===== config.mk =====
export PLATFORM = sky130hd
export DESIGN_NAME = psfb_dev_flat
export DESIGN_NICKNAME = d
export VERILOG_FILES = /design/src/design/psfb_pkg.sv /design/src/design/psfb_if.sv /design/src/design/psfb_dev.sv /design/src/flat_wrapper.sv
export SDC_FILE = /design/constraint.sdc
export NUM_CORES = 1
export LEC_CHECK = 0
export BUFFER_PORTS_ARGS = -buffer_cell sky130_fd_sc_hd__buf_2
export CAP_MARGIN = 20
export CORE_UTILIZATION = 42
export CTS_CLUSTER_SIZE = 8
export DETAILED_ROUTE_END_ITERATION = 8
export GPL_TIMING_DRIVEN = 0
export HOLD_SLACK_MARGIN = 0.15
export PLACE_DENSITY = 0.75
export RECOVER_POWER = 25
export REMOVE_ABC_BUFFERS = 1
export SLEW_MARGIN = 20
export SYNTH_ARGS = -nofsm -noshare
export SYNTH_HDL_FRONTEND = slang
export SYNTH_SLANG_ARGS = --single-unit

===== constraint.sdc =====
create_clock -name clk -period 1.21 [get_ports clk]
set_input_delay 0.1815 -clock clk [delete_from_list [all_inputs] [get_ports clk]]
set_output_delay 0.1815 -clock clk [all_outputs]
set_load 0.02 [all_outputs]

===== src/design/psfb_pkg.sv =====
// Package with command codes, bit positions, reset values and host register map of the status flag bank.
package psfb_pkg;
    // Command codes of the device registers.
    localparam logic [7:0] CMD_LIMIT = 8'h6b;
    localparam logic [7:0] CMD_SUM_BYTE = 8'h78;
    localparam logic [7:0] CMD_SUM_WORD = 8'h79;
    localparam logic [7:0] CMD_IOUT_STAT = 8'h7b;
    localparam logic [7:0] CMD_INPUT_STAT = 8'h7c;
    localparam logic [7:0] CMD_COMM_STAT = 8'h7e;
    // Input overpower warning limit layout.
    localparam int LIMIT_LSB = 4;
    localparam int LIMIT_W = 12;
    localparam logic [11:0] LIMIT_RST = 12'hfff;
    // Summary byte and word bit positions.
    localparam int SB_OTHER = 0;
    localparam int SB_COMM = 1;
    localparam int SW_VENDOR = 12;
    localparam int SW_INPUT = 13;
    localparam int SW_IOUT = 14;
    localparam logic SW_VENDOR_RST = 1'b1;
    // Output current status bit.
    localparam int IO_OC_WARN = 5;
    // Input status bit positions.
    localparam int IN_OV_WARN = 6;
    localparam int IN_UV_WARN = 5;
    localparam int IN_OC_WARN = 1;
    localparam int IN_OP_WARN = 0;
    // Communication status bit positions.
    localparam int CM_BAD_CMD = 7;
    localparam int CM_PEC = 5;
    localparam int CM_MEM = 4;
    // Host register byte offsets on the Avalon-MM slave.
    localparam logic [4:0] HR_CTRL = 5'h00;
    localparam logic [4:0] HR_CODE = 5'h04;
    localparam logic [4:0] HR_WDATA = 5'h08;
    localparam logic [4:0] HR_STATUS = 5'h0c;
    localparam logic [4:0] HR_RDATA = 5'h10;
    // Host control bits.
    localparam int CT_GO = 0;
    localparam int CT_WR = 1;
    localparam int CT_CLR = 2;
    // Host status bits.
    localparam int ST_BUSY = 0;
    localparam int ST_ALERT = 1;
    // Host FSM states.
    typedef enum logic [0:0] {
        HS_IDLE = 1'b0,
        HS_WAIT = 1'b1
    } psfb_hstate_e;
endpackage : psfb_pkg


===== src/design/psfb_if.sv =====
// Interface joining the host controller and the status flag bank.
`timescale 1ns/1ns
interface psfb_if;
    logic req;
    logic wr;
    logic [7:0] code;
    logic [15:0] wdata;
    logic clear_all;
    logic ack;
    logic [15:0] rdata;
    logic alert;
    modport dev (input req, input wr, input code, input wdata, input clear_all,
                 output ack, output rdata, output alert);
    modport host (output req, output wr, output code, output wdata, output clear_all,
                  input ack, input rdata, input alert);
endinterface : psfb_if


===== src/design/psfb_dev.sv =====
// Status and warning flag bank of the monitor, reached through its command port.
//
// Overview of operation
// - Limit holds 12 bits 15:4, low nibble zero.
// - Summary byte read returns eight bits, two of them flags.
// - Summary bit 1 flags communication fault, resets 0.
// - Summary bit 0 is OR of four warnings.
// - Other-fault bit clears only via its contributors.
// - Clear-all clears flags once condition removed.
// - Summary word read returns sixteen bits.
// - Word bit 14 flags output current warning.
// - Word bit 13 flags any input warning.
// - Word bit 12 vendor fault, resets to 1.
// - Startup conflict resolved to tabulated zero defaults.
// - Word bits 15, 11:8 zero; low byte mirrors.
// - Output current status: only bit 5 live.
// - Current and input flags clear by write-one.
// - Input bits 6 overvoltage, 5 undervoltage warnings.
// - Input bits 1 overcurrent, 0 overpower; others zero.
// - Communication flags clear by write-one or clear-all.
// - Communication bit 7 on invalid command.
// - Communication bit 5 on PEC mismatch.
// - Communication bit 4 on memory fault.
// - Unmasked warnings raise the alert output.
// - Vendor communication fault bit ORs communication flags.
//
// Decided for this implementation: the Avalon-MM interface to the registers.
`timescale 1ns/1ns
module psfb_dev (
    // Clock and reset.
    input wire logic clk,
    input wire logic resetn,
    // Command port to the host.
    psfb_if.dev bus,
    // Warning conditions from the comparators.
    input wire logic iout_oc_cond,
    input wire logic vin_ov_cond,
    input wire logic input_undervoltage_summary_cond,
    input wire logic iin_oc_cond,
    input wire logic pin_op_cond,
    input wire logic vendor_fault_cond,
    // Communication fault events from the bus interface.
    input wire logic bad_cmd_ev,
    input wire logic pec_fail_ev,
    input wire logic mem_fault_ev,
    // Alert mask, one bit per warning: iout, vin_ov, input_undervoltage_summary, iin_oc, pin_op.
    input wire logic [4:0] alert_mask,
    // Limit to the comparator and vendor summary bit.
    output logic [11:0] limit_q,
    output logic mfr_comm_fault_q
);
    logic ack_q;
    logic [15:0] rdata_q;
    logic alert_q;
    logic iout_oc_q;
    logic vin_ov_q;
    logic input_undervoltage_summary_q;
    logic iin_oc_q;
    logic pin_op_q;
    logic vendor_q;
    logic bad_cmd_q;
    logic pec_q;
    logic mem_q;

    // Set wins over clear.
    function automatic logic upd(input logic cur, input logic set, input logic clr);
        upd = set | (cur & ~clr);
    endfunction : upd

    // Puts one flag at its bit position in a status view.
    function automatic logic [7:0] place8(input logic flag, input int pos);
        place8 = {7'h0, flag} << pos;
    endfunction : place8

    function automatic logic [15:0] place16(input logic flag, input int pos);
        place16 = {15'h0, flag} << pos;
    endfunction : place16

    wire take = bus.req & ~ack_q;
    wire wr_take = take & bus.wr;
    wire hit_limit = bus.code == psfb_pkg::CMD_LIMIT;
    wire hit_byte = bus.code == psfb_pkg::CMD_SUM_BYTE;
    wire hit_word = bus.code == psfb_pkg::CMD_SUM_WORD;
    wire hit_iout = bus.code == psfb_pkg::CMD_IOUT_STAT;
    wire hit_input = bus.code == psfb_pkg::CMD_INPUT_STAT;
    wire hit_comm = bus.code == psfb_pkg::CMD_COMM_STAT;
    wire writable = hit_limit | hit_iout | hit_input | hit_comm;
    wire known = writable | hit_byte | hit_word;
    wire bad_cmd = take & (~known | (bus.wr & ~writable));
    wire [7:0] w1c_iout = (wr_take & hit_iout) ? bus.wdata[7:0] : 8'h00;
    wire [7:0] w1c_in = (wr_take & hit_input) ? bus.wdata[7:0] : 8'h00;
    wire [7:0] w1c_cm = (wr_take & hit_comm) ? bus.wdata[7:0] : 8'h00;
    wire clr = bus.clear_all;
    wire clr_iout_oc = clr | w1c_iout[psfb_pkg::IO_OC_WARN];
    wire clr_vin_ov = clr | w1c_in[psfb_pkg::IN_OV_WARN];
    wire clr_input_undervoltage_summary = clr | w1c_in[psfb_pkg::IN_UV_WARN];
    wire clr_iin_oc = clr | w1c_in[psfb_pkg::IN_OC_WARN];
    wire clr_pin_op = clr | w1c_in[psfb_pkg::IN_OP_WARN];
    wire clr_bad_cmd = clr | w1c_cm[psfb_pkg::CM_BAD_CMD];
    wire clr_pec = clr | w1c_cm[psfb_pkg::CM_PEC];
    wire clr_mem = clr | w1c_cm[psfb_pkg::CM_MEM];
    wire set_bad_cmd = bad_cmd_ev | bad_cmd;

    wire other_fault = iout_oc_q | vin_ov_q | input_undervoltage_summary_q | iin_oc_q;
    wire comm_fault = bad_cmd_q | pec_q | mem_q;
    wire input_sum = vin_ov_q | input_undervoltage_summary_q | iin_oc_q | pin_op_q;
    wire [7:0] sum_byte = place8(other_fault, psfb_pkg::SB_OTHER) |
                          place8(comm_fault, psfb_pkg::SB_COMM);
    wire [15:0] sum_word = place16(iout_oc_q, psfb_pkg::SW_IOUT) |
                           place16(input_sum, psfb_pkg::SW_INPUT) |
                           place16(vendor_q, psfb_pkg::SW_VENDOR) |
                           {8'h00, sum_byte};
    wire [7:0] iout_stat = place8(iout_oc_q, psfb_pkg::IO_OC_WARN);
    wire [7:0] input_stat = place8(vin_ov_q, psfb_pkg::IN_OV_WARN) |
                            place8(input_undervoltage_summary_q, psfb_pkg::IN_UV_WARN) |
                            place8(iin_oc_q, psfb_pkg::IN_OC_WARN) |
                            place8(pin_op_q, psfb_pkg::IN_OP_WARN);
    wire [7:0] comm_stat = place8(bad_cmd_q, psfb_pkg::CM_BAD_CMD) |
                           place8(pec_q, psfb_pkg::CM_PEC) |
                           place8(mem_q, psfb_pkg::CM_MEM);
    wire [15:0] limit_rd = {4'h0, limit_q} << psfb_pkg::LIMIT_LSB;
    wire [15:0] rd_sel = hit_limit ? limit_rd :
                         hit_word ? sum_word :
                         hit_byte ? {8'h00, sum_byte} :
                         hit_iout ? {8'h00, iout_stat} :
                         hit_input ? {8'h00, input_stat} :
                         hit_comm ? {8'h00, comm_stat} : 16'h0000;
    wire [4:0] warn_vec = {iout_oc_q, vin_ov_q, input_undervoltage_summary_q, iin_oc_q, pin_op_q};
    wire alert_d = |(warn_vec & ~alert_mask);

    assign bus.ack = ack_q;
    assign bus.rdata = rdata_q;
    assign bus.alert = alert_q;

    // Link answer and read data.
    always_ff @(posedge clk) begin
        if (!resetn) begin
            ack_q <= 1'b0;
            rdata_q <= 16'h0000;
        end else begin
            ack_q <= take;
            if (take) begin
                rdata_q <= rd_sel;
            end
        end
    end

    // Input overpower warning limit.
    always_ff @(posedge clk) begin
        if (!resetn) begin
            limit_q <= psfb_pkg::LIMIT_RST;
        end else if (wr_take & hit_limit) begin
            limit_q <= bus.wdata[psfb_pkg::LIMIT_LSB +: psfb_pkg::LIMIT_W];
        end
    end

    // Alert and vendor communication fault summary.
    always_ff @(posedge clk) begin
        if (!resetn) begin
            alert_q <= 1'b0;
            mfr_comm_fault_q <= 1'b0;
        end else begin
            alert_q <= alert_d;
            mfr_comm_fault_q <= comm_fault;
        end
    end

    // Output current warning flag.
    always_ff @(posedge clk) begin
        if (!resetn) begin
            iout_oc_q <= 1'b0;
        end else begin
            iout_oc_q <= upd(iout_oc_q, iout_oc_cond, clr_iout_oc);
        end
    end

    // Input warning flags; undervoltage starts at zero.
    always_ff @(posedge clk) begin
        if (!resetn) begin
            vin_ov_q <= 1'b0;
            input_undervoltage_summary_q <= 1'b0;
            iin_oc_q <= 1'b0;
            pin_op_q <= 1'b0;
        end else begin
            vin_ov_q <= upd(vin_ov_q, vin_ov_cond, clr_vin_ov);
            input_undervoltage_summary_q <= upd(input_undervoltage_summary_q, input_undervoltage_summary_cond, clr_input_undervoltage_summary);
            iin_oc_q <= upd(iin_oc_q, iin_oc_cond, clr_iin_oc);
            pin_op_q <= upd(pin_op_q, pin_op_cond, clr_pin_op);
        end
    end

    // Vendor summary flag; starts set and clears only by clear-all.
    always_ff @(posedge clk) begin
        if (!resetn) begin
            vendor_q <= psfb_pkg::SW_VENDOR_RST;
        end else begin
            vendor_q <= upd(vendor_q, vendor_fault_cond, clr);
        end
    end

    // Communication fault flags.
    always_ff @(posedge clk) begin
        if (!resetn) begin
            bad_cmd_q <= 1'b0;
            pec_q <= 1'b0;
            mem_q <= 1'b0;
        end else begin
            bad_cmd_q <= upd(bad_cmd_q, set_bad_cmd, clr_bad_cmd);
            pec_q <= upd(pec_q, pec_fail_ev, clr_pec);
            mem_q <= upd(mem_q, mem_fault_ev, clr_mem);
        end
    end
endmodule : psfb_dev


===== src/flat_wrapper.sv =====
// flat-port wrapper written by rule: the top's interface ports become plain ports
module psfb_dev_flat 
  (clk, resetn, iout_oc_cond, vin_ov_cond, input_undervoltage_summary_cond, iin_oc_cond, pin_op_cond, vendor_fault_cond, bad_cmd_ev, pec_fail_ev, mem_fault_ev, alert_mask, limit_q, mfr_comm_fault_q, bus_req, bus_wr, bus_code, bus_wdata, bus_clear_all, bus_ack, bus_rdata, bus_alert);
  psfb_if bus_i ();
  input wire logic clk;
  input wire logic resetn;
  input wire logic iout_oc_cond;
  input wire logic vin_ov_cond;
  input wire logic input_undervoltage_summary_cond;
  input wire logic iin_oc_cond;
  input wire logic pin_op_cond;
  input wire logic vendor_fault_cond;
  input wire logic bad_cmd_ev;
  input wire logic pec_fail_ev;
  input wire logic mem_fault_ev;
  input wire logic [4:0] alert_mask;
  output logic [11:0] limit_q;
  output logic mfr_comm_fault_q;
  input wire logic [$bits(bus_i.req)-1:0] bus_req;
  input wire logic [$bits(bus_i.wr)-1:0] bus_wr;
  input wire logic [$bits(bus_i.code)-1:0] bus_code;
  input wire logic [$bits(bus_i.wdata)-1:0] bus_wdata;
  input wire logic [$bits(bus_i.clear_all)-1:0] bus_clear_all;
  output wire logic [$bits(bus_i.ack)-1:0] bus_ack;
  output wire logic [$bits(bus_i.rdata)-1:0] bus_rdata;
  output wire logic [$bits(bus_i.alert)-1:0] bus_alert;
  assign bus_i.req = bus_req;
  assign bus_i.wr = bus_wr;
  assign bus_i.code = bus_code;
  assign bus_i.wdata = bus_wdata;
  assign bus_i.clear_all = bus_clear_all;
  assign bus_ack = bus_i.ack;
  assign bus_rdata = bus_i.rdata;
  assign bus_alert = bus_i.alert;
  psfb_dev u_core (.clk(clk), .resetn(resetn), .bus(bus_i), .iout_oc_cond(iout_oc_cond), .vin_ov_cond(vin_ov_cond), .input_undervoltage_summary_cond(input_undervoltage_summary_cond), .iin_oc_cond(iin_oc_cond), .pin_op_cond(pin_op_cond), .vendor_fault_cond(vendor_fault_cond), .bad_cmd_ev(bad_cmd_ev), .pec_fail_ev(pec_fail_ev), .mem_fault_ev(mem_fault_ev), .alert_mask(alert_mask), .limit_q(limit_q), .mfr_comm_fault_q(mfr_comm_fault_q));
endmodule

Word-level counts from Yosys, hierarchy flattened
Index checks and enable logic that the tools add are counted.
{"block": "word_totals", "ff_bits": 40, "latchBits": 0, "mem_bits_rw": 0, "romBits": 0, "n_memories": 0}
{"block": "classes", "add_sub_neg": 0, "multipliers": 0, "div": 0, "n_lt_le_gt_ge": 0, "n_eq_ne": 6, "shift": 0, "muxes": 9, "bitwise_logic": 72, "reduce_logical": 1}
{"op": "2-to-1 mux 16 bit", "count": 5}
{"op": "equality test 8 x 7 -> 1 bit (second input constant)", "count": 6}
{"op": "OR 1 bit", "count": 32}
{"op": "AND 1 bit", "count": 17}
{"op": "2-to-1 mux 8 bit", "count": 2}
{"op": "OR 16 x 13 -> 16 bit", "count": 1}
{"op": "OR 16 x 8 -> 16 bit", "count": 1}
{"op": "OR 15 x 14 -> 15 bit", "count": 1}
{"op": "inverter 1 bit", "count": 12}
{"op": "OR 8 x 1 -> 8 bit", "count": 1}
{"op": "OR 8 x 2 -> 8 bit", "count": 1}
{"op": "OR 8 x 5 -> 8 bit", "count": 1}
{"op": "OR 8 x 6 -> 8 bit", "count": 1}
{"op": "2-to-1 mux 7 bit", "count": 1}
{"op": "OR 7 x 6 -> 7 bit", "count": 1}
{"op": "2-to-1 mux 6 bit", "count": 1}
{"op": "AND 5 bit", "count": 1}
{"op": "inverter 5 bit", "count": 1}
{"op": "OR reduction 5 bit", "count": 1}
{"op": "OR 1 x 2 -> 2 bit", "count": 1}

Longest topological paths before layout
Gate-level depths: netlist of the first run.
{"block": "logic_depth", "depth_word": 11, "mapped_depth": 6}

Least setup slack after synthesis of the first run
No wires, ideal clock.
{"block": "synth_path", "path_type": "reg2reg", "startpoint": "register u_core.ack_q (netlist: u_core.bus.ack)", "endpoint": "register u_core.limit_q[10]", "setup_time_ns": 0.129, "t_arrival_ns": 1.263, "required_time_ns": 1.081, "setup_slack_ns": -0.183, "path_stages_with_launch": 6, "path_cell_list": "dfxtp_1 and3b_1 nand4_1 buf_4 mux2i_1 nand2_1"}
{"block": "synth_via", "elab_chain_cells": 4}
{"item": "from (decl)", "line": "psfb_dev.sv:52", "source": "logic ack_q;"}
{"item": "from (signal assigned)", "line": "psfb_dev.sv:141", "source": "ack_q <= take;"}
{"item": "inverter 1 bit", "line": "psfb_dev.sv:79", "source": "wire take = bus.req & ~ack_q;"}
{"item": "AND 1 bit", "line": "psfb_dev.sv:79"}
{"item": "AND 1 bit", "line": "psfb_dev.sv:80", "source": "wire wr_take = take & bus.wr;"}
{"item": "AND 1 bit", "line": "psfb_dev.sv:152", "source": "end else if (wr_take & hit_limit) begin"}
{"item": "to (signal assigned)", "line": "psfb_dev.sv:151", "source": "limit_q <= psfb_pkg::LIMIT_RST;"}
{"item": "to (signal assigned)", "line": "psfb_dev.sv:153", "source": "limit_q <= bus.wdata[psfb_pkg::LIMIT_LSB +: psfb_pkg::LIMIT_W];"}
{"item": "to (decl)", "line": "psfb_dev.sv:49", "source": "output logic [11:0] limit_q,"}
Every way passes these cells.
A chain may end at the register's enable or synchronous reset.

Worst setup path in the final report of the first run
{"block": "layout_path", "startpoint": "register u_core.ack_q (netlist: u_core.bus.ack)", "endpoint": "register u_core.pin_op_q"}
{"block": "layout_via", "elab_chain_cells": 9}
{"item": "inverter 1 bit", "line": "psfb_dev.sv:79"}
{"item": "AND 1 bit", "line": "psfb_dev.sv:79"}
{"item": "AND 1 bit", "line": "psfb_dev.sv:80"}
{"item": "AND 1 bit", "line": "psfb_dev.sv:91", "source": "wire [7:0] w1c_in = (wr_take & hit_input) ? bus.wdata[7:0] : 8'h00;"}
{"item": "2-to-1 mux 7 bit", "line": "psfb_dev.sv:91"}
{"item": "OR 1 bit", "line": "psfb_dev.sv:98", "source": "wire clr_pin_op = clr | w1c_in[psfb_pkg::IN_OP_WARN];"}
{"item": "inverter 1 bit", "line": "psfb_dev.sv:67", "source": "upd = set | (cur & ~clr);"}
{"item": "AND 1 bit", "line": "psfb_dev.sv:67"}
{"item": "OR 1 bit", "line": "psfb_dev.sv:67"}
{"item": "to (signal assigned)", "line": "psfb_dev.sv:188", "source": "pin_op_q <= upd(pin_op_q, pin_op_cond, clr_pin_op);"}
{"item": "to (decl)", "line": "psfb_dev.sv:59", "source": "logic pin_op_q;"}
Every way passes these cells.

==> flow_metrics.py, run 1 <==
metrics = {
    "logic_synthesis": {
        "syn_inst": 187,
        "ys_types": 47,
        "synthFlopType": "dfxtp_1",
        "avgSynthCellArea_sq_um": 9.10,
        "synth_top_area_share_pct": 44.7,
        "synth_edf_count": 0,
        "synthTopCellsByArea": "dfxtp_1 45%, mux2i_1 7.1%, nand2_1 4.6%",
        "yosysWarnings": 0,
        "syn_area_sq_um": 1700,
        "ys_async_sr_fraction_pct": 0,
        "ys_seq_area_share_pct": 44.7,
        "yosys.area.top_type": "dfxtp_1",
        "ys_ff_latch": 38,
    },
    "cts": {
        "h-tree-depth": 2,
        "clock_latency_ps": 290,
        "clock_sinks": 38,
        "cts_tree": "yes",
        "cts_buffer_depth": 2,
        "numCtsBuffers": 5,
        "root_buffer": "clkbuf_8",
        "clkTransAtPathRegs_ps": 70,
    },
    "sta": {
        "fin_ws_ps": -152,
        "min_period_ps": 1360,
        "fmax_mhz": 734,
        "finalClockSkew_ps": 4.03,
        "hold_viol_final": 0,
        "setup_viol": 19,
        "timing.final.max_slew_violations": 0,
        "min_period_over_period_pct": 113,
        "rsz0062_at_grt": "yes",
        "whs_ps": 159,
        "fin_setup_tns_ps": -1950,
    },
    "place": {
        "io_buffers": 69,
        "place_area_sq_um": 2030,
        "gp_congestion": 0.825,
        "dpl.hpwl_microns": 3000,
        "place_ws_ps": -890,
    },
    "global_route": {
        "grt_pass1_vias": 1729,
        "track_usage_pct": 24.0,
        "grt_pass1_wl_microns": 7790,
        "use_met2_pct": 40.3,
        "gr-max-usage-layer": "met2",
        "grt_util_met3_pct": 6.42,
        "grt.overflow.total": 0,
        "grt_max_degree": 32,
        "antenna_found_initial": 0,
        "grtUsageMet1_pct": 27.9,
    },
    "layout": {
        "nFillCells": 302,
        "multi_input_area_sq_um": 931,
        "layout_commonest_cell": "buf_2",
        "largest_register_ffs": 14,
        "drive_above_1_share_pct": 35.7,
        "stdcell_area_sq_um": 2520,
        "seqCellArea_sq_um": 766,
        "n_antenna_cell": 0,
        "area_growth_pct": 47.9,
        "fin_nets": 323,
        "final_cell_mix": "61 x buf_2, 36 x dfxtp_1, 21 x nand2_1",
    },
    "setup_path": {
        "critPathArrivalTime_ps": 1550,
        "crit_fanout": 3,
        "crit_start": "u_core.bus.ack",
        "cp-start-kind": "flop",
        "worst_setup_path_end_kind": "flop",
        "r2r-start": "u_core.bus.ack",
        "cp_data_required_time_ps": 1400,
        "rrSetupSlack_ps": -150,
        "endpoint": "u_core.pin_op_q",
        "timing.rr.end": "u_core.pin_op_q",
        "crit_type": "reg2reg",
        "reg2reg_depth": 5,
    },
    "run": {
        "max_cap_viol_count": 0,
    },
    "power_and_ir_drop": {
        "peakVddDrop_mv": 0.806,
        "swShare_pct": 24.0,
        "p_leak_nw": 1.14,
        "intPower_mw": 2.14,
        "power.density_nw_per_um2": 1120,
        "power_frac_seq_pct": 47.0,
        "switchingPower_uw": 676,
        "clockPowerShare_pct": 38.7,
        "p_comb_share_pct": 14.3,
    },
    "die": {
        "initial_core_util_pct": 45.1,
        "io_pins": 74,
        "core_area_sq_um": 3770,
        "die_x_microns": 65.7,
        "die_y_microns": 65.7,
        "dieArea_sq_um": 4310,
        "rows": 22,
    },
    "run_status": {
        "outcome": "complete, but fails checks",
        "violations": "negative setup slack",
    },
    "route": {
        "ant_nets": 0,
        "dr.pass1.iters": 4,
        "drc_errors": 0,
        "routed-via-count": 1766,
        "totalWireLength_microns": 4950,
        "route.detailed.vias_per_inst": 5.38,
        "drt_iter0_markers": 69,
        "post_drt_wl_per_cell_microns": 15.1,
    },
    "worst_hold_path": {
        "hold_class": "in2reg",
    },
}
==> metrics by stage <==
step / power [mW] / util, % / std cells
4_1_cts: 2.80 / 64.8 / 326
5_1_grt: 2.94 / 66.8 / 328
3_5_place_dp: 1.65 / 53.7 / 293
3_3_place_gp: 1.64 / 53.7 / 293
2_1_floorplan: 1.49 / - / 176
6_report: 2.81 / 66.8 / 328
==> timing repair <==
action,in CTS,in global routing
hold buffers,20,0
gates resized for setup,13,15
setup endpoints to repair,36,26
endpoints found under the hold margin,21,0
pin swaps,2,5
setup buffers,6,2
==> power groups by stage <==
stage | clock network (mW) | registers (mW) | logic [mW]
5_1_grt | 1.18 | 1.33 | 0.436
6_report | 1.09 | 1.32 | 0.403
2_1_floorplan | 0 | 1.37 | 0.124
3_5_place_dp | 0 | 1.35 | 0.301
3_3_place_gp | 0 | 1.35 | 0.297
4_1_cts | 1.10 | 1.32 | 0.375
==> routing by layer <==
layer / vias up / share of wire, %
met5: - / 0
met4: 0 / 1.5
met3: 9 / 4.7
met2: 66 / 48
met1: 825 / 46
li1: 866 / -
==> logic make-up (layout without fill, tap and decap cells) <==
| group | count (synthesis) | in the layout | synth area share [%] |
|---|---|---|---|
| other | 1 | 2 | 0.220 |
| AND/OR/NAND/NOR | 63 | 63 | 20.1 |
| AO/OA/AOI/OAI | 50 | 50 | 20.1 |
| flip-flops | 38 | 38 | 44.7 |
| multiplexers | 13 | 13 | 7.72 |
| buffers and inverters | 22 | 114 | 7.13 |
==> worst max-delay path, stage by stage (launching register included) <==
cell and delay (ps):
dfxtp_4 340, and3b_2 260, buf_4 110, nor4b_4 250, a211oi_1 120, o21a_1 170
==> how the worst min path moves through the flow <==
stage / start / cells past startpoint / endpoint
2_1_floorplan: resetn / 1 / u_core.limit_q[0]
3_3_place_gp: vendor_fault_cond / 2 / u_core.vendor_q
3_5_place_dp: vendor_fault_cond / 2 / u_core.vendor_q
4_1_cts: vin_ov_cond / 3 / u_core.vin_ov_q
5_1_grt: vin_ov_cond / 3 / u_core.vin_ov_q
6_report: vin_ov_cond / 3 / u_core.vin_ov_q
==> synth_stat cells (2+ instances only) <==
| master | n |
|---|---|
| a211oi_1 | 3 |
| a21oi_1 | 10 |
| a221oi_1 | 5 |
| a31oi_1 | 2 |
| a41oi_1 | 4 |
| and2_1 | 2 |
| and3_1 | 4 |
| and3b_1 | 2 |
| buf_4 | 5 |
| buf_6 | 2 |
| clkbuf_1 | 2 |
| dfxtp_1 | 38 |
| inv_1 | 9 |
| mux2i_1 | 12 |
| nand2_1 | 21 |
| nand3_1 | 8 |
| nand3b_1 | 2 |
| nand4_1 | 2 |
| nor2_1 | 9 |
| nor2b_1 | 2 |
| nor3_1 | 2 |
| o21a_1 | 6 |
| o21ai_0 | 10 |
| o22ai_1 | 2 |
==> area by class of cell <==
| class | instances | area share, % |
|---|---|---|
| Timing Repair Buffer | 97 | 24.1 |
| Tap cell | 48 | 2.39 |
| Sequential cell | 38 | 30.4 |
| Clock buffer | 6 | 3.28 |
| Inverter | 10 | 1.64 |
| Clock inverter | 1 | 1.19 |
| Multi-Input combinational cell | 128 | 37.0 |
No activity file was read; power rests on OpenSTA's default activity.
==> run 2, diff against run 1 <==
--- a/config.mk
+++ b/config.mk
@@ -5,15 +5,16 @@
 export SDC_FILE = /design/constraint.sdc
 export NUM_CORES = 1
 export LEC_CHECK = 0
+export ABC_AREA = 1
 export BUFFER_PORTS_ARGS = -buffer_cell sky130_fd_sc_hd__buf_2
 export CAP_MARGIN = 20
-export CORE_UTILIZATION = 42
+export CORE_UTILIZATION = 43
 export CTS_CLUSTER_SIZE = 8
 export DETAILED_ROUTE_END_ITERATION = 8
 export GPL_TIMING_DRIVEN = 0
 export HOLD_SLACK_MARGIN = 0.15
-export PLACE_DENSITY = 0.75
-export RECOVER_POWER = 25
+export PLACE_DENSITY = 0.76
+export RECOVER_POWER = 100
 export REMOVE_ABC_BUFFERS = 1
 export SLEW_MARGIN = 20
 export SYNTH_ARGS = -nofsm -noshare
==> run 2 against run 1 <==
The run now ends clean. Clock skew about the same. Wire length down 4.6%. Critical path depth grew 3. Sequential share of layout area up 0.12 points. First-iteration DRC count grew 96%. Cell count rose by 20%. Clock power decreased by 21%. Setup slack improved by 190 ps. Largest power group unchanged. Highest routed layer unchanged.
==> flow_metrics.py, run 2 <==
metrics = {
    "setup_path": {
        "critPathArrivalTime_ps": 1400,
        "rrSetupSlack_ps": 40,
        "cpPeakStageDelay_ps": 320,
        "r2r-start": "u_core.bus.ack",
        "worst-path-buf-inv": 3,
        "critPathTopFamily": "simple AND/OR/NAND/NOR gates",
        "reg2reg_depth": 8,
        "crit_type": "reg2reg",
        "crit_fanout": 14,
        "cp-start-kind": "flop",
        "cp_data_required_time_ps": 1440,
        "cp_cell_sequence": "inv_2 > nand2_4 > nor2_4 > inv_4 > nor2_8 > buf_12 > a21oi_1 > o21ai_1",
        "worst_setup_path_end_kind": "flop",
        "timing.rr.end": "u_core.limit_q[2]",
        "critPathSlowestCell": "dfxtp_2",
    },
    "die": {
        "initial_core_util_pct": 44.5,
        "io_pins": 74,
        "core_area_sq_um": 4000,
        "dieArea_sq_um": 4400,
        "rows": 23,
        "die_y_microns": 66.4,
        "die_x_microns": 66.4,
    },
    "sta": {
        "min_period_ps": 1170,
        "whs_ps": 156,
        "rsz0062_at_grt": "yes",
        "finalClockSkew_ps": 3.79,
        "hold_viol_final": 0,
        "setup_viol": 0,
        "timing.final.max_slew_violations": 0,
        "fin_setup_tns_ps": 0,
        "fmax_mhz": 855,
        "min_period_over_period_pct": 96.7,
    },
    "route": {
        "drt_iter0_markers": 135,
        "dr.pass1.iters": 4,
        "route.detailed.vias_per_inst": 4.83,
        "post_drt_wl_per_cell_microns": 12.0,
        "drc_errors": 0,
        "totalWireLength_microns": 4720,
        "ant_nets": 0,
        "routed-via-count": 1893,
    },
    "global_route": {
        "grt_max_degree": 28,
        "track_usage_pct": 22.8,
        "grt.overflow.total": 0,
        "grt_pass1_vias": 1625,
        "grt_pass1_wl_microns": 7360,
        "antenna_found_initial": 0,
    },
    "logic_synthesis": {
        "syn_area_sq_um": 1780,
        "synth_edf_count": 0,
        "synthFlopType": "dfxtp_1",
        "synthTopCellsByArea": "dfxtp_1 43%, nand2_1 10%, nand3_1 8.7%",
        "ys_ff_latch": 38,
        "avgSynthCellArea_sq_um": 7.07,
        "yosysMostFrequentCell": "nand2_1",
        "yosysWarnings": 0,
        "ys_types": 25,
        "yosys.area.top_type": "dfxtp_1",
        "synth_common_cells": "48 x nand2_1, 38 x dfxtp_1, 32 x nor2_1",
        "ys_seq_area_share_pct": 42.7,
        "syn_inst": 252,
        "ys_async_sr_fraction_pct": 0,
        "synth_top_area_share_pct": 42.7,
    },
    "worst_hold_path": {
        "hp-start": "bus_wdata[0]",
        "hold_class": "in2reg",
        "worstHoldEndpoint": "u_core.pin_op_q",
        "hold_depth": 4,
    },
    "layout": {
        "area_growth_pct": 40.0,
        "drive_above_1_share_pct": 30.1,
        "n_antenna_cell": 0,
        "layout_commonest_cell": "buf_2",
        "final_cell_mix": "69 x buf_2, 47 x nand2_1, 37 x dfxtp_1",
        "largest_register_ffs": 14,
        "final_util_pct": 62.4,
        "fin_nets": 386,
    },
    "cts": {
        "clock_sinks": 38,
        "clkTransAtPathRegs_ps": 70,
        "clock_latency_ps": 300,
        "h-tree-depth": 2,
        "cts_buffer_depth": 2,
        "numCtsBuffers": 5,
        "cts_tree": "yes",
        "root_buffer": "clkbuf_8",
    },
    "power_and_ir_drop": {
        "power.density_nw_per_um2": 1030,
        "peakVddDrop_mv": 0.668,
        "p_leak_nw": 1.28,
        "finalPower_mw": 2.57,
    },
    "place": {
        "io_buffers": 69,
        "dpl.hpwl_microns": 3270,
        "gp_congestion": 0.883,
    },
    "run": {
        "max_cap_viol_count": 0,
    },
    "run_status": {
        "outcome": "finished clean",
    },
}
## run 2: timing repair
item                                    CTS  global route
pin swaps                                 2             0
hold endpoints to repair                 19             0
endpoints found under the setup margin   33            18
hold buffers                             19             0
gates resized for setup                   7            12
setup buffers                             3             0
## run 2: kinds of logic after synthesis
group           after synthesis  synth area share (%)
other cells                   1                 0.210
flops                        38                  42.7
buf+inv                      45                  11.0
simple gates                129                  34.6
compound gates               39                  11.5
## run 2: report_power, final
part	total (mW)	leakage [nW]	switching (mW)	internal [mW]
registers	1.31	0.312	0.0206	1.29
clock network	0.858	0.0431	0.419	0.439
logic	0.398	0.927	0.228	0.170
## run 2: per-layer routing
layer  up-vias  share of wire, %  global-route usage, %
met4         0               1.4                   7.71
li1        982                 -                      -
met2        51                50                   37.0
met5         -                 0                      0
met1       856                43                   28.8
met3         4               5.6                   6.38
## run 2: layout make-up
cell class / instances / area, sq um
tap: 50 / 62.6
fill: 373 / 1510
inverter: 37 / 155
clock buffer: 6 / 82.6
multi-input combinational: 170 / 862
sequential: 38 / 762
timing repair buffer: 91 / 571
## run 2: worst max path at each step
stage / from / end / slack [ps] / cells past startpoint
3_5_place_dp: u_core.bus.ack / u_core.bad_cmd_q / -640 / 7
5_1_grt: u_core.bus.ack / u_core.limit_q[10] / -30 / 8
6_report: u_core.bus.ack / u_core.limit_q[2] / 40 / 8
4_1_cts: u_core.bus.ack / u_core.limit_q[2] / 3 / 8
2_1_floorplan: u_core.bus.ack / u_core.bad_cmd_q / -380 / 7
3_3_place_gp: u_core.bus.ack / u_core.bad_cmd_q / -620 / 7
## run 2: through the flow
stage	setup WS, ps	std cells	area (sq um)
after floorplan	-384	245	1730
after global placement	-624	364	2140
after detailed placement	-639	364	2140
after CTS	3.43	392	2470
after global routing	-25.7	392	2490
final	40.2	392	2490
## run 2: worst register-to-register path, delay by kind of cell (launching register included)
kind / cells / cell delay, ps
simple gates: 3 / 340
buf+inv: 3 / 290
compound gates: 2 / 160
flops: 1 / 320
==> run 3, diff against run 2 <==
--- a/config.mk
+++ b/config.mk
@@ -13,7 +13,7 @@
 export DETAILED_ROUTE_END_ITERATION = 8
 export GPL_TIMING_DRIVEN = 0
 export HOLD_SLACK_MARGIN = 0.15
-export PLACE_DENSITY = 0.76
+export PLACE_DENSITY = 0.87
 export RECOVER_POWER = 100
 export REMOVE_ABC_BUFFERS = 1
 export SLEW_MARGIN = 20
==> run 3 against run 2 <==
Setup slack worse by 20 ps. Combinational power is 2% lower. Non-clock buffer count is 1 higher. Power is 1.7% lower. Maximum frequency is 1.7% lower. Critical path type unchanged. Largest cell class unchanged. Highest routed layer unchanged.
==> flow_metrics.py, run 3 (synthesized netlist as in run 2, its figures left out) <==
metrics = {
    "layout": {
        "drive_above_1_share_pct": 27.3,
        "layout_commonest_cell": "buf_2",
        "largest_register_ffs": 14,
        "nFillCells": 369,
        "final_util_pct": 61.7,
        "n_antenna_cell": 0,
        "area_growth_pct": 38.6,
        "fin_nets": 387,
        "final_cell_mix": "61 x buf_2, 47 x nand2_1, 37 x dfxtp_1",
        "fin_cells": 394,
    },
    "power_and_ir_drop": {
        "power.density_nw_per_um2": 1020,
        "peakVddDrop_mv": 0.636,
        "p_leak_nw": 1.26,
        "finalPower_mw": 2.53,
    },
    "route": {
        "drt_iter0_markers": 80,
        "routed-via-count": 1921,
        "dr.pass1.iters": 4,
        "ant_nets": 0,
        "route.detailed.vias_per_inst": 4.88,
        "totalWireLength_microns": 4720,
        "post_drt_wl_per_cell_microns": 12.0,
        "drc_errors": 0,
    },
    "sta": {
        "fmax_mhz": 841,
        "rsz0062_at_grt": "yes",
        "fin_setup_tns_ps": 0,
        "finalClockSkew_ps": 7.65,
        "timing.final.max_slew_violations": 0,
        "min_period_over_period_pct": 98.3,
        "min_period_ps": 1190,
        "hold_viol_final": 0,
        "setup_viol": 0,
    },
    "run": {
        "max_cap_viol_count": 0,
    },
    "global_route": {
        "track_usage_pct": 22.6,
        "grt_pass1_wl_microns": 7450,
        "grt.overflow.total": 0,
        "grt_max_degree": 28,
        "grt_pass1_vias": 1721,
        "antenna_found_initial": 0,
    },
    "die": {
        "io_pins": 74,
        "rows": 23,
        "core_area_sq_um": 4000,
        "die_y_microns": 66.4,
        "initial_core_util_pct": 44.5,
        "dieArea_sq_um": 4400,
        "die_x_microns": 66.4,
    },
    "cts": {
        "cts_buffer_depth": 2,
        "numCtsBuffers": 5,
        "cts_tree": "yes",
        "root_buffer": "clkbuf_8",
        "clkTransAtPathRegs_ps": 70,
        "clock_sinks": 38,
        "h-tree-depth": 2,
        "clock_latency_ps": 290,
    },
    "setup_path": {
        "critPathArrivalTime_ps": 1360,
        "timing.rr.end": "u_core.pin_op_q",
        "worst-path-buf-inv": 2,
        "critPathSlowestCell": "dfxtp_2",
        "r2r-start": "u_core.bus.ack",
        "critPathTopFamily": "simple AND/OR/NAND/NOR gates",
        "cp_cell_sequence": "inv_2 > nand2_4 > nor2_4 > inv_4 > nor2_2 > nand2_1 > nand3_1 > a21oi_1",
        "cp-start-kind": "flop",
        "crit_fanout": 4,
        "reg2reg_depth": 8,
        "crit_type": "reg2reg",
        "worst_setup_path_end_kind": "flop",
        "cp_num_cells": 8,
        "cpPeakStageDelay_ps": 320,
        "cp_data_required_time_ps": 1380,
        "rrSetupSlack_ps": 20,
    },
    "worst_hold_path": {
        "hold_class": "in2reg",
        "hp-start": "bus_wdata[1]",
        "hold_depth": 4,
        "worstHoldEndpoint": "u_core.iin_oc_q",
    },
    "place": {
        "io_buffers": 69,
        "gp_congestion": 0.936,
        "dpl.hpwl_microns": 3270,
        "dp.cells": 364,
    },
    "run_status": {
        "outcome": "finished clean",
    },
}
[run 3: cell count changes in the layout (fill, tap and decap cells not counted), moves of 2 or more]
cell	previous run	this run
clkbuf_1	0	8
buf_2	69	61
a21oi_1	16	18
a21oi_2	2	0
clkinv_2	1	3
buf_6	0	3
[run 3: area by class of cell]
cell class	count	area (sq um)	area share, %
Clock inverter	2	10.0	0.405
Sequential cell	38	762	30.9
Timing Repair Buffer	92	567	22.9
Clock buffer	5	68.8	2.79
Multi-Input combinational cell	170	847	34.3
Inverter	37	153	6.18
Tap cell	50	62.6	2.53
[run 3: power by group]
| part | internal (mW) | total (mW) | switching, mW | leakage (nW) |
|---|---|---|---|---|
| Combinational | 0.163 | 0.389 | 0.226 | 0.904 |
| Sequential | 1.29 | 1.32 | 0.0232 | 0.312 |
| Clock | 0.386 | 0.820 | 0.433 | 0.0438 |
[run 3: how the worst max path moves through the flow]
stage,endpoint,from,slack [ps]
6_report,u_core.pin_op_q,u_core.bus.ack,20
4_1_cts,u_core.bad_cmd_q,u_core.bus.ack,2
3_3_place_gp,u_core.bad_cmd_q,u_core.bus.ack,-650
2_1_floorplan,u_core.bad_cmd_q,u_core.bus.ack,-380
3_5_place_dp,u_core.bad_cmd_q,u_core.bus.ack,-670
5_1_grt,u_core.pin_op_q,u_core.bus.ack,-50
[run 3: metal layers]
metal | routed length, microns | up-vias | GRT usage [%]
li1 | - | 992 | -
met1 | 2110 | 858 | 27.4
met2 | 2250 | 60 | 37.4
met3 | 245 | 11 | 4.31
met4 | 111 | 0 | 12.0
met5 | 0 | - | 0
[run 3: per-stage QoR]
stage | hold slack [ps] | setup slack, ps | instance area (sq um)
after floorplan | 266 | -384 | 1730
after global placement | 376 | -647 | 2140
after detailed placement | 390 | -669 | 2140
after CTS | 165 | 2.19 | 2460
after global routing | 176 | -51.0 | 2470
final | 174 | 20.5 | 2470
[run 3: worst min-delay path, cell delays in order]
cell and delay, ps:
buf_2 80, nand2_1 50, nand3_1 60, a21oi_1 50
[run 3: repair_timing]
| item | 4_1_cts | 5_1_grt |
|---|---|---|
| pin swaps | 2 | 2 |
| hold buffers | 19 | 0 |
| hold endpoints to repair | 19 | 0 |
| setup buffers | 4 | 0 |
| resized for setup | 7 | 11 |
| endpoints found under the setup margin | 33 | 28 |
